[config.mk]
export PLATFORM = sky130hd
export DESIGN_NAME = ccs_clock_ctrl
export DESIGN_NICKNAME = d
export VERILOG_FILES = /design/src/ccs_pkg.sv /design/src/ccs_sync.sv /design/src/ccs_fm.sv /design/src/ccs_clock_ctrl.sv
export VERILOG_INCLUDE_DIRS = /design/src
export SDC_FILE = /design/constraint.sdc
export NUM_CORES = 1
export LEC_CHECK = 0
export ABC_CLOCK_PERIOD_IN_PS = 2160
export BUFFER_PORTS_ARGS = -buffer_cell sky130_fd_sc_hd__buf_2
export CORE_UTILIZATION = 47
export DETAILED_ROUTE_END_ITERATION = 6
export PLACE_DENSITY_LB_ADDON = 0.08
export SYNTH_ARGS = -nofsm -noshare
export SYNTH_HDL_FRONTEND = slang
export SYNTH_SLANG_ARGS = --single-unit
[constraint.sdc]
create_clock -name REF_CLK -period 2.16 [get_ports REF_CLK]
set_input_delay 0.108 -clock REF_CLK [delete_from_list [all_inputs] [get_ports REF_CLK]]
set_output_delay 0.108 -clock REF_CLK [all_outputs]
set_load 0.01 [all_outputs]
[src/ccs_defines.svh]
// Constants for the clock source select and synthesiser control block.
// Assumes inclusion by bare name from the design files of this block.
`ifndef CCS_DEFINES_SVH
`define CCS_DEFINES_SVH

// ----------------------------------------------------------------------
// Register indices; the byte address on the bus is four times the index.
// ----------------------------------------------------------------------
`define CCS_IDX_CLKS  8'h39
`define CCS_IDX_PLL   8'h3A
`define CCS_IDX_STAT  8'h40

// ----------------------------------------------------------------------
// Reset values and write masks.
// ----------------------------------------------------------------------
`define CCS_CLKS_RST  8'h80
`define CCS_PLL_RST   8'h00
`define CCS_STAT_RST  2'h0
`define CCS_PLL_WMASK 8'h30

// ----------------------------------------------------------------------
// Field positions of the modulation control register.
// ----------------------------------------------------------------------
`define CCS_FM_HI     5
`define CCS_FM_LO     4

// ----------------------------------------------------------------------
// Modulation timing: a 16-cycle reference period, direction flips at 8.
// ----------------------------------------------------------------------
`define CCS_FM_LAST   4'hF
`define CCS_FM_HALF   4'h8
`define CCS_FM_ZERO   4'h0
`define CCS_FM_STEP   4'h1
`define CCS_AMP_OFF   2'h0

`endif

[src/ccs_pkg.sv]
// Types shared by the clock source select block and its helpers.
// Assumes nothing of its surroundings; holds definitions only.
package ccs_pkg;

   // -------------------------------------------------------------------
   // Clock source select register layout, bit 7 down to bit 0.
   // -------------------------------------------------------------------
   typedef struct packed {
      logic       sysclk_from_synth;
      logic       osc_runs_in_halt;
      logic [1:0] unused;
      logic       tick_runs_in_light_halt;
      logic       watchdog_runs_in_light_halt;
      logic       tick_clock_from_osc;
      logic       watchdog_clock_from_osc;
   } ccs_clks_t;

   // Status bits gathered into one read-only word.
   typedef struct packed {
      logic lock;
      logic osc_qualified;
   } ccs_stat_t;

   // Modulation amplitude code: off, 1, 2 or 4 percent.
   typedef logic [1:0] ccs_amp_t;

   // Bus slave states.
   typedef enum logic {
      AP_IDLE   = 1'b0,
      AP_ANSWER = 1'b1
   } ccs_ap_state_t;

endpackage : ccs_pkg

[src/ccs_sync.sv]
// Three-stage synchroniser for levels from outside the clock domain.
// Assumes a free-running clock; a change passes once stages 2 and 3 agree.
`timescale 1ns/1ps
module ccs_sync #(
   parameter int WIDTH = 2
) (
   input  logic             clk,
   input  logic             rst,
   input  logic             en,
   input  logic [WIDTH-1:0] din,
   output logic [WIDTH-1:0] dout
);
   logic [WIDTH-1:0] s1;
   logic [WIDTH-1:0] s2;
   logic [WIDTH-1:0] s3;

   // -------------------------------------------------------------------
   // Stages; the first is read only by the second.
   // -------------------------------------------------------------------
   always_ff @(posedge clk or posedge rst)
   begin
      if (rst)
      begin
         s1   <= '0;
         s2   <= '0;
         s3   <= '0;
         dout <= '0;
      end
      else if (en)
      begin
         s1   <= din;
         s2   <= s1;
         s3   <= s2;
         // A bit follows only where the two late stages agree.
         dout <= (s2 & s3) | (dout & (s2 ^ s3));
      end
   end
endmodule : ccs_sync

[src/ccs_fm.sv]
// Modulation sweep generator for the synthesiser's oscillator.
// Assumes the reference clock drives it; the amplitude comes from a register.
`timescale 1ns/1ps
`include "ccs_defines.svh"
module ccs_fm (
   input  logic              clk,
   input  logic              rst,
   input  logic              en,
   input  ccs_pkg::ccs_amp_t amp,
   output ccs_pkg::ccs_amp_t amp_out,
   output logic              dir
);
   import ccs_pkg::*;

   logic [3:0] cnt;

   // -------------------------------------------------------------------
   // Sweep at one sixteenth of the reference; idle low when off.
   // -------------------------------------------------------------------
   always_ff @(posedge clk or posedge rst)
   begin
      if (rst)
      begin
         cnt     <= `CCS_FM_ZERO;
         dir     <= 1'b0;
         amp_out <= `CCS_AMP_OFF;
      end
      else if (en)
      begin
         cnt     <= (cnt == `CCS_FM_LAST) ? `CCS_FM_ZERO : cnt + `CCS_FM_STEP;
         dir     <= (amp != `CCS_AMP_OFF) && (cnt >= `CCS_FM_HALF);
         amp_out <= amp;
      end
   end
endmodule : ccs_fm

[src/ccs_clock_ctrl.sv]
// Clock source select and synthesiser control registers behind an APB port.
// Assumes write guard, chip mode, stop and watchdog-write strobes come from
// logic on REF_CLK, and that the two analog status levels are asynchronous.
//
// Functional notes
// - Write guard set blocks clock select writes.
// - Special mode writes every clock select bit.
// - Normal mode writes source, halt, tick bits.
// - Watchdog source locked after watchdog write; rearmable.
// - Bit 7 picks system clock source.
// - Clearing bit 7 needs qualified oscillator.
// - Oscillator loss or full stop sets bit 7.
// - Bit 6 keeps oscillator running in stop.
// - Bit 3 runs tick in light halt.
// - Otherwise tick freezes in stop, count kept.
// - Bit 2 runs watchdog in light halt.
// - Otherwise watchdog freezes in stop, count kept.
// - Bit 1 picks tick clock; change restarts.
// - Tick oscillator source needs qualified oscillator.
// - Bit 0 picks watchdog clock; change restarts.
// - Watchdog oscillator source needs qualified oscillator.
// - Modulation register writable unguarded, synth selected.
// - Accepted modulation write clears both status bits.
// - Two-bit amplitude field, rate reference over 16.
// - Unlocked synthesiser runs at oscillator over four.
// - Qualified status follows oscillator and lock, cleared full stop.
//
// The implementer's own choice: register access over APB.
`timescale 1ns/1ps
`include "ccs_defines.svh"
module ccs_clock_ctrl (
   input  logic              REF_CLK,
   input  logic              RESET,
   input  logic              CLK_EN,
   input  logic              PSEL,
   input  logic              PENABLE,
   input  logic              PWRITE,
   input  logic [11:0]       PADDR,
   input  logic [31:0]       PWDATA,
   output logic [31:0]       PRDATA,
   output logic              PREADY,
   output logic              PSLVERR,
   input  logic              WRITE_GUARD,
   input  logic              SPECIAL_MODE,
   input  logic              STOP_MODE,
   input  logic              WDOG_CTRL_WRITTEN,
   input  logic              OSC_GOOD_PIN,
   input  logic              VCO_IN_TOL_PIN,
   output logic              SYSCLK_FROM_SYNTH,
   output logic              OSC_RUNS_IN_HALT,
   output logic              TICK_CLOCK_FROM_OSC,
   output logic              WDOG_CLOCK_FROM_OSC,
   output logic              TICK_RUN,
   output logic              WDOG_RUN,
   output logic              TICK_RESTART,
   output logic              WDOG_RESTART,
   output logic              SYNTH_DIV4,
   output logic              OSC_QUALIFIED,
   output ccs_pkg::ccs_amp_t VCO_MOD_AMP,
   output logic              VCO_MOD_DIR
);
   import ccs_pkg::*;

   localparam ccs_clks_t CLKS_RST = ccs_clks_t'(`CCS_CLKS_RST);

   ccs_ap_state_t ap_state;
   ccs_ap_state_t next_ap_state;
   ccs_clks_t     clks;
   ccs_clks_t     next_clks;
   ccs_clks_t     wr_val;
   logic [7:0]    pll;
   logic          lock;
   logic          osc_q;
   logic          next_lock;
   logic          next_osc_q;
   logic [1:0]    pin_s;
   logic          stop_d;
   logic          full_stop_entry;
   logic          in_full_stop;
   logic          wd_locked;
   logic          wd_rearm;
   logic          wd_ok;
   logic          commit;
   logic          wr_clks;
   logic          wr_pll;
   logic [31:0]   rdata;
   logic          hit;

   // ---------------------------------------------------------------------
   // Helpers
   // ---------------------------------------------------------------------
   // True when the byte address selects the register with this index.
   function automatic logic ccs_hit(input logic [11:0] addr,
                                    input logic [7:0]  idx);
      ccs_hit = (addr == {2'b00, idx, 2'b00});
   endfunction : ccs_hit

   // Analog status levels arrive from outside the clock domain.
   ccs_sync #(
      .WIDTH (2)
   ) u_sync (
      .clk  (REF_CLK),
      .rst  (RESET),
      .en   (CLK_EN),
      .din  ({OSC_GOOD_PIN, VCO_IN_TOL_PIN}),
      .dout (pin_s)
   );

   // Modulation sweep runs on the reference clock.
   ccs_fm u_fm (
      .clk     (REF_CLK),
      .rst     (RESET),
      .en      (CLK_EN),
      .amp     (pll[`CCS_FM_HI:`CCS_FM_LO]),
      .amp_out (VCO_MOD_AMP),
      .dir     (VCO_MOD_DIR)
   );

   // ---------------------------------------------------------------------
   // APB slave
   // ---------------------------------------------------------------------
   // One wait state: answers are registered so every output is a flop.
   always_comb
   begin
      case (ap_state)
         AP_IDLE:   next_ap_state = (PSEL && PENABLE) ? AP_ANSWER : AP_IDLE;
         AP_ANSWER: next_ap_state = AP_IDLE;
         default:   next_ap_state = AP_IDLE;
      endcase
   end

   // Write gating resolves within the answering cycle; read data is sampled in the access cycle before it.
   assign commit  = PSEL && PENABLE && PWRITE && (ap_state == AP_ANSWER);
   assign wr_clks = commit && ccs_hit(PADDR, `CCS_IDX_CLKS)
                    && !WRITE_GUARD;
   assign wr_pll  = commit && ccs_hit(PADDR, `CCS_IDX_PLL)
                    && !WRITE_GUARD && clks.sysclk_from_synth;
   assign wr_val  = ccs_clks_t'(PWDATA[7:0]);

   // Read data; unmapped addresses read zero and raise an error.
   always_comb
   begin
      rdata = 32'h0000_0000;
      hit   = 1'b1;
      if (ccs_hit(PADDR, `CCS_IDX_CLKS))
         rdata[7:0] = clks;
      else if (ccs_hit(PADDR, `CCS_IDX_PLL))
         rdata[7:0] = pll;
      else if (ccs_hit(PADDR, `CCS_IDX_STAT))
         rdata[1:0] = {lock, osc_q};
      else
         hit = 1'b0;
   end

   // Bus state and answer registers.
   always_ff @(posedge REF_CLK or posedge RESET)
   begin
      if (RESET)
      begin
         ap_state <= AP_IDLE;
         PREADY   <= 1'b0;
         PSLVERR  <= 1'b0;
         PRDATA   <= 32'h0000_0000;
      end
      else if (CLK_EN)
      begin
         ap_state <= next_ap_state;
         PREADY   <= (next_ap_state == AP_ANSWER);
         PSLVERR  <= (next_ap_state == AP_ANSWER) && !hit;
         if (next_ap_state == AP_ANSWER)
            PRDATA <= rdata;
      end
   end

   // ---------------------------------------------------------------------
   // Stop tracking and status
   // ---------------------------------------------------------------------
   assign full_stop_entry = STOP_MODE && !stop_d && !clks.osc_runs_in_halt;
   assign in_full_stop    = STOP_MODE && !clks.osc_runs_in_halt;

   // A modulation write restarts lock and qualification; here the clear
   // wins over a still-high analog level for that one cycle.
   always_comb
   begin
      next_lock  = pin_s[0] && !wr_pll;
      next_osc_q = pin_s[1] && pin_s[0] && !wr_pll
                   && !in_full_stop && !full_stop_entry;
   end

   always_ff @(posedge REF_CLK or posedge RESET)
   begin
      if (RESET)
      begin
         stop_d <= 1'b0;
         lock   <= 1'b0;
         osc_q  <= 1'b0;
      end
      else if (CLK_EN)
      begin
         stop_d <= STOP_MODE;
         lock   <= next_lock;
         osc_q  <= next_osc_q;
      end
   end

   // ---------------------------------------------------------------------
   // Watchdog source lock
   // ---------------------------------------------------------------------
   // After the watchdog is configured its source is frozen outside special mode, except that a
   // source lost to the oscillator may be restored once.
   assign wd_ok = SPECIAL_MODE || !wd_locked
                  || (wd_rearm && wr_val.watchdog_clock_from_osc);

   always_ff @(posedge REF_CLK or posedge RESET)
   begin
      if (RESET)
      begin
         wd_locked <= 1'b0;
         wd_rearm  <= 1'b0;
      end
      else if (CLK_EN)
      begin
         if (WDOG_CTRL_WRITTEN)
            wd_locked <= 1'b1;
         // Hardware setting wins over a rearm use in the same cycle.
         if (!osc_q && clks.watchdog_clock_from_osc)
            wd_rearm <= 1'b1;
         else if (wr_clks && wd_ok && wr_val.watchdog_clock_from_osc
                  && osc_q && !SPECIAL_MODE)
            wd_rearm <= 1'b0;
      end
   end

   // ---------------------------------------------------------------------
   // Clock source select register
   // ---------------------------------------------------------------------
   always_comb
   begin
      next_clks = clks;
      if (wr_clks)
      begin
         // Synth selection may only drop while the oscillator is good.
         next_clks.sysclk_from_synth = wr_val.sysclk_from_synth
                                       || !osc_q;
         next_clks.osc_runs_in_halt  = wr_val.osc_runs_in_halt;
         next_clks.tick_runs_in_light_halt =
            wr_val.tick_runs_in_light_halt;
         next_clks.watchdog_runs_in_light_halt =
            wr_val.watchdog_runs_in_light_halt;
         next_clks.tick_clock_from_osc =
            wr_val.tick_clock_from_osc && osc_q;
         if (wd_ok)
            next_clks.watchdog_clock_from_osc =
               wr_val.watchdog_clock_from_osc && osc_q;
      end
      if (!osc_q || full_stop_entry)
         next_clks.sysclk_from_synth = 1'b1;
      if (!osc_q)
      begin
         next_clks.tick_clock_from_osc     = 1'b0;
         next_clks.watchdog_clock_from_osc = 1'b0;
      end
      next_clks.unused = 2'b00;
   end

   always_ff @(posedge REF_CLK or posedge RESET)
   begin
      if (RESET)
         clks <= CLKS_RST;
      else if (CLK_EN)
         clks <= next_clks;
   end

   // Modulation control: only the amplitude field is kept.
   always_ff @(posedge REF_CLK or posedge RESET)
   begin
      if (RESET)
         pll <= `CCS_PLL_RST;
      else if (CLK_EN && wr_pll)
         pll <= PWDATA[7:0] & `CCS_PLL_WMASK;
   end

   // ---------------------------------------------------------------------
   // Clock steering outputs
   // ---------------------------------------------------------------------
   // Outputs follow the register's next value so they agree with a read.
   always_ff @(posedge REF_CLK or posedge RESET)
   begin
      if (RESET)
      begin
         SYSCLK_FROM_SYNTH   <= CLKS_RST.sysclk_from_synth;
         OSC_RUNS_IN_HALT    <= CLKS_RST.osc_runs_in_halt;
         TICK_CLOCK_FROM_OSC <= CLKS_RST.tick_clock_from_osc;
         WDOG_CLOCK_FROM_OSC <= CLKS_RST.watchdog_clock_from_osc;
         TICK_RUN            <= 1'b1;
         WDOG_RUN            <= 1'b1;
         TICK_RESTART        <= 1'b0;
         WDOG_RESTART        <= 1'b0;
         SYNTH_DIV4          <= 1'b1;
         OSC_QUALIFIED       <= 1'b0;
      end
      else if (CLK_EN)
      begin
         SYSCLK_FROM_SYNTH   <= next_clks.sysclk_from_synth;
         OSC_RUNS_IN_HALT    <= next_clks.osc_runs_in_halt;
         TICK_CLOCK_FROM_OSC <= next_clks.tick_clock_from_osc;
         WDOG_CLOCK_FROM_OSC <= next_clks.watchdog_clock_from_osc;
         // Counters only gate; a frozen count is kept, never cleared.
         TICK_RUN <= !STOP_MODE || (next_clks.osc_runs_in_halt
                     && next_clks.tick_runs_in_light_halt
                     && next_clks.tick_clock_from_osc);
         WDOG_RUN <= !STOP_MODE || (next_clks.osc_runs_in_halt
                     && next_clks.watchdog_runs_in_light_halt
                     && next_clks.watchdog_clock_from_osc);
         TICK_RESTART <= next_clks.tick_clock_from_osc
                         != clks.tick_clock_from_osc;
         WDOG_RESTART <= next_clks.watchdog_clock_from_osc
                         != clks.watchdog_clock_from_osc;
         SYNTH_DIV4    <= !next_lock;
         OSC_QUALIFIED <= next_osc_q;
      end
   end
endmodule : ccs_clock_ctrl

### After elaboration in Yosys (flattened, before gate mapping)

Cells that the tools add are included.

* bits in registers: 43
* input bits: 56
* output and inout port bits: 47
* logic and storage cells: 113

* add/subtract/negate cells: 1
* order comparisons: 1
* equal/unequal tests: 6
* multiplexer cells: 17
* bitwise operators: 5
* reductions and logical operators: 56

Operator list (number)
* 1-bit logical AND: 31
* 12-bit by 8-bit == test with 1-bit output (second input constant): 2
* 12-bit by 9-bit == test with 1-bit output (second input constant): 1
* 1-bit logical NOT: 12
* 4-bit 2-to-1 mux: 3
* 1-bit 2-to-1 mux: 8
* 2-bit 2-to-1 mux: 4
* 8-bit 2-to-1 mux: 1
* 2-bit AND reduction: 4
* 1-bit logical OR: 6
* 2-bit nonzero test: 3
* 4-bit by 1-bit adder with 4-bit output (second input constant): 1
* 2-bit bitwise AND: 2
* 4-bit == test (second input constant): 1
* 4-bit >= comparator (second input constant): 1
* 1-bit inequality test: 2
* 2-bit OR: 1
* 1-bit one-hot mux with 2 select lines: 1
* 2-bit bitwise XOR: 1
* 1-bit inverter: 1

### Logic depth before layout (Yosys ltp)

* word-level depth: 11
* mapped depth: 6
* depth with buffers taken out: 5

### Cells and area by module

A second synthesis with hierarchy kept.

* cell total of the unflattened synthesis: 213
* area, all modules: 2304.7 µm²

By module, submodules not included
* ccs_clock_ctrl: instances 1, cells an instance 162, area each 1602.8 µm², sequential area each 705.7 µm²
* ccs_sync: instances 1, cells an instance 22, area each 360.3 µm², sequential area each 200.2 µm²
* ccs_fm: instances 1, cells an instance 29, area each 341.6 µm², sequential area each 175.2 µm²

### Least setup slack after synthesis

No wires, ideal clock.

* kind: input port to flip-flop
* start: in PADDR[1]
* end: reg WDOG_RESTART
* library setup time: 0.126 ns
* arrival: 1.531 ns
* data required time: 2.034 ns
* setup slack: 0.503 ns
* stages on the path: 5
* path buffers: 0
* cells stage by stage: or4_4 nor4_4 and2_4 a32oi_2 a311o_1

* word-level cells in the longest chain between the ends: 6

Ends and longest elaborated chain
* start, declared: line ccs_clock_ctrl.sv:38 `input logic [11:0] PADDR,`
* 12-bit by 8-bit == test with 1-bit output: line ccs_clock_ctrl.sv:95 `ccs_hit = (addr == {2'b00, idx, 2'b00});`
* 1-bit logical AND (2 in a row): line ccs_clock_ctrl.sv:134 `` assign wr_clks = commit && ccs_hit(PADDR, `CCS_IDX_CLKS) ``
* 4-bit 2-to-1 mux: line ccs_clock_ctrl.sv:240 `if (wr_clks)`
* 2-bit 2-to-1 mux: line ccs_clock_ctrl.sv:258 `if (!osc_q)`
* 1-bit inequality test: line ccs_clock_ctrl.sv:318 `!= clks.watchdog_clock_from_osc;`
* end signal, assigned: line ccs_clock_ctrl.sv:317 `WDOG_RESTART <= next_clks.watchdog_clock_from_osc`
* end, declared: line ccs_clock_ctrl.sv:56 `output logic WDOG_RESTART,`

No other way between the ends.
A chain may end at the register's enable or synchronous reset.

### Worst setup path after layout

Ends and elaborated chain as after synthesis.

==> impl_summary.log <==
[metrics] number of distinct library cells after synthesis: 49
[metrics] wire length of the first global-routing pass: 7.05 mm
[metrics] post-detailed-route wirelength per cell: 13.0 um
[metrics] initial antenna violation count: 0
[metrics] detailed-route via count: 1,624
[metrics] Cells after DPL: 311
[metrics] Max Root-Sink Buffers: 2
[metrics] CTS-repair resized insts: 0
[metrics] clk_skew: 0.00690 ns
[metrics] Slew @ Worst Pin: 0.540 ns
[metrics] RSZ-0062 raised after global routing: false
[metrics] clock tree from TritonCTS: yes
[metrics] Core Region: 4440 sq um
[metrics] Lkg Pwr: 0.00130 uW
[metrics] number of buffers inserted for hold repair after clock tree synthesis: 2
[metrics] critical path capture point type: flip-flop
[metrics] DRC violation total after the first TritonRoute iteration: 92
[metrics] cell taking the most area after synthesis: dfrtp_1
[metrics] minimum clock period after layout: 1.57 ns
[metrics] cell area after synthesis: 2220 sq um
[metrics] final std cells w/o fill: 321
[metrics] count of max-cap constraint violations: 0
[metrics] average via count per standard cell: 5.06
[metrics] GRT overflow: 0
[metrics] GRT Resource Usage Total: 18.0%
[metrics] aggregate routed wire length: 4.16 mm
[metrics] count of TritonRoute iterations in the first routing pass: 7
[metrics] Final Instance Area: 2570 sq um
[metrics] Crit path required time: 2.39 ns
[metrics] endpoint of the worst hold-timing path: wd_locked
[metrics] pre-CTS setup slack: 0.270 ns
[metrics] RD Place Congestion: 0.759
[metrics] initial core utilization: 49.9%
[metrics] number of slew-limit violations in the final report: 0
[metrics] final setup vio count: 0
[metrics] count of clock tree sinks: 43
[metrics] violated checks: DRC
[metrics] critical path arrival: 1.80 ns
[metrics] Final period util: 72.6%
[metrics] register-to-register setup slack: 0.60 ns
[metrics] average size of a mapped cell: 10.7 sq um
[metrics] area growth from synthesis to layout: 16.0%
[metrics] headroom to the max-slew limit: 64.0%
[metrics] count leader, synth: dfrtp_1
[metrics] Layout fillers: 400
[metrics] top post-synthesis cells by count: dfrtp_1 (39), buf_4 (25), nand2_1 (21)
[metrics] DRC violations left: 21
[metrics] Reg area: 1080 sq um
[metrics] count of synthesis-stage warnings from yosys: 0
[metrics] Worst R2R Start: ap_state
[metrics] H-Tree Level Count: 2
[metrics] Max Clk Rate: 638 MHz
[metrics] die span in y: 70.7 um
[metrics] count of port buffers added during placement: 54
[metrics] result of the run: finished with violations
[metrics] number of cells traversed by the worst hold path: 2
[metrics] setup bufs post-CTS: 0
[metrics] count of flip-flops with a built-in enable after synthesis: 0
[metrics] most used flip-flop cell after synthesis: dfrtp_1
[metrics] routed metal-1 wirelength: 2.05 mm
[metrics] Die ar.: 4990 sq um
[metrics] hold wc startpoint: WDOG_CTRL_WRITTEN
[metrics] share of the synthesized area in the top cell type: 44.0%
[metrics] cell count after synthesis: 208
[metrics] share of layout cells above drive strength 1: 34.2%
[metrics] Final ANT Viol Nets: 0
[metrics] classification of the worst-slack hold path: in -> reg
[metrics] net count of the finished layout: 328
[metrics] endpoint of the worst register-to-register path: WDOG_RESTART
[metrics] worst setup slack after layout: 0.592 ns
[metrics] highest net fanout along the worst path: 11
[metrics] ant diodes: 0
[metrics] cell depth of the worst flop-to-flop path: 6
[metrics] top-level port count: 103
[metrics] met2 WL: 1.80 mm
[metrics] uppermost layer routed: met4
[metrics] die span in x: 70.7 um
[metrics] power density over the cells: 711 nW/um^2
[metrics] number of buffers added by the clock tree synthesis step: 5
[metrics] clk slew on worst S/H paths: 0.08 ns
[metrics] fraction of registers with async set or reset after synthesis: 100%
[metrics] largest net degree at the start of global routing: 47
[metrics] Placed Area: 2450 sq um
[metrics] hold violation count in the final report: 0
[metrics] number of global-route vias before repair: 1,553
[metrics] Site Rows: 24
[metrics] DP HPWL: 2.98 mm
[metrics] buffer type at the clock tree root: clkbuf_8
[metrics] clock network latency to the later pin of the worst-skew pair: 0.29 ns
[metrics] Setup Crit Path Kind: in -> reg
[metrics] cell types with the largest area share after synthesis: dfrtp_1 (44%), buf_4 (8.5%), mux2_2 (6.1%), dfstp_2 (4.7%), o21ai_0 (4.3%)
[metrics] maximum VDD drop: 418 uV
[metrics] kind of launch point of the worst setup path: primary input
[metrics] Met3 Routed Length: 263 um
[metrics] sum of negative setup slack: 0 ns
[metrics] sequential element share of the synthesized area: 48.8%
[metrics] multi-input combinational cell area: 955 sq um
[metrics] Yosys reg bits: 43
## sequential cells by signal (all words and copies together), names as in the netlist, 2 cells and up
name and count:
u_sync.s1 2, clks 2, pll 2, u_fm.amp_out 2
u_fm.cnt 4, u_sync.dout 2, PRDATA 8, u_sync.s2 2
u_sync.s3 2
## per-stage QoR
step	hold WS [ns]	power (uW)	utilization, %
after CTS	0.00401	1850	57.8
final	0.0110	1830	57.8
after detailed placement	0.284	1290	55.1
after floorplan	0.184	1220	-
after global placement	0.282	1280	55.1
after global routing	0.0221	1940	57.8
## cell usage in the layout, fill, tap and decap left out, types with 2 or more instances in the layout
cell type and count:
a21oi_1 5, clkbuf_8 7, dlygate4sd3_1 2, inv_1 9
conb_1 24, ha_1 4, nand2_4 2, o32a_1 2
mux2_2 12, a31oi_1 2, nand4_1 3, mux2_1 2
a21o_1 2, buf_4 6, nand2b_1 4, nor2_1 8
nand2_1 21, a22oi_1 2, nand3_1 6, dfstp_2 4
buf_2 54, nor2b_1 2, dfrtp_1 39, o21ai_0 19
a41o_1 2, o211ai_1 2, o41ai_1 2
## critical path, cell delays in order
cell	delay (ns)
buf_2	0.09
or4_4	0.55
nor4_4	0.24
buf_4	0.23
nand3_1	0.10
a32oi_2	0.27
a311o_1	0.20
## area by class of cell
type / instances / area share, %
clock buffer: 8 / 3.89
tap: 52 / 2.53
sequential: 43 / 42.1
multi-input combinational: 147 / 37.1
timing repair buffer: 62 / 13.0
inverter: 9 / 1.31
## power by group
part | internal (uW) | switching, uW | total [uW]
Clock | 292 | 261 | 552
Sequential | 903 | 59.7 | 963
Combinational | 140 | 171 | 311
## worst max path at each step
stage,cells past startpoint,endpoint,slack (ns),start
2_1_floorplan,5,WDOG_RESTART,0.50,PADDR[1]
3_3_place_gp,7,WDOG_RESTART,0.27,PADDR[1]
3_5_place_dp,7,WDOG_RESTART,0.27,PADDR[1]
4_1_cts,7,WDOG_RESTART,0.58,PADDR[1]
5_1_grt,6,WDOG_RESTART,0.45,ap_state
6_report,7,WDOG_RESTART,0.59,PADDR[1]
## metal layers
metal  vias up  global-route usage, %
li1        803                      -
met1       759                   23.6
met2        57                   28.8
met3         5                   5.13
met4         0                   6.00
met5         -                      0
## kinds of logic after synthesis
kind of cell,count (synthesis),share of synthesized area [%]
multiplexers,14,7.11
adder cells (fa/ha/maj),4,2.26
buffers and inverters,41,12.0
AND/OR/NAND/NOR,58,15.1
XOR/XNOR,1,0.395
flip-flops,43,48.8
other,1,0.169
AO/OA/AOI/OAI,46,14.1
(Power assumes the default switching activity.)
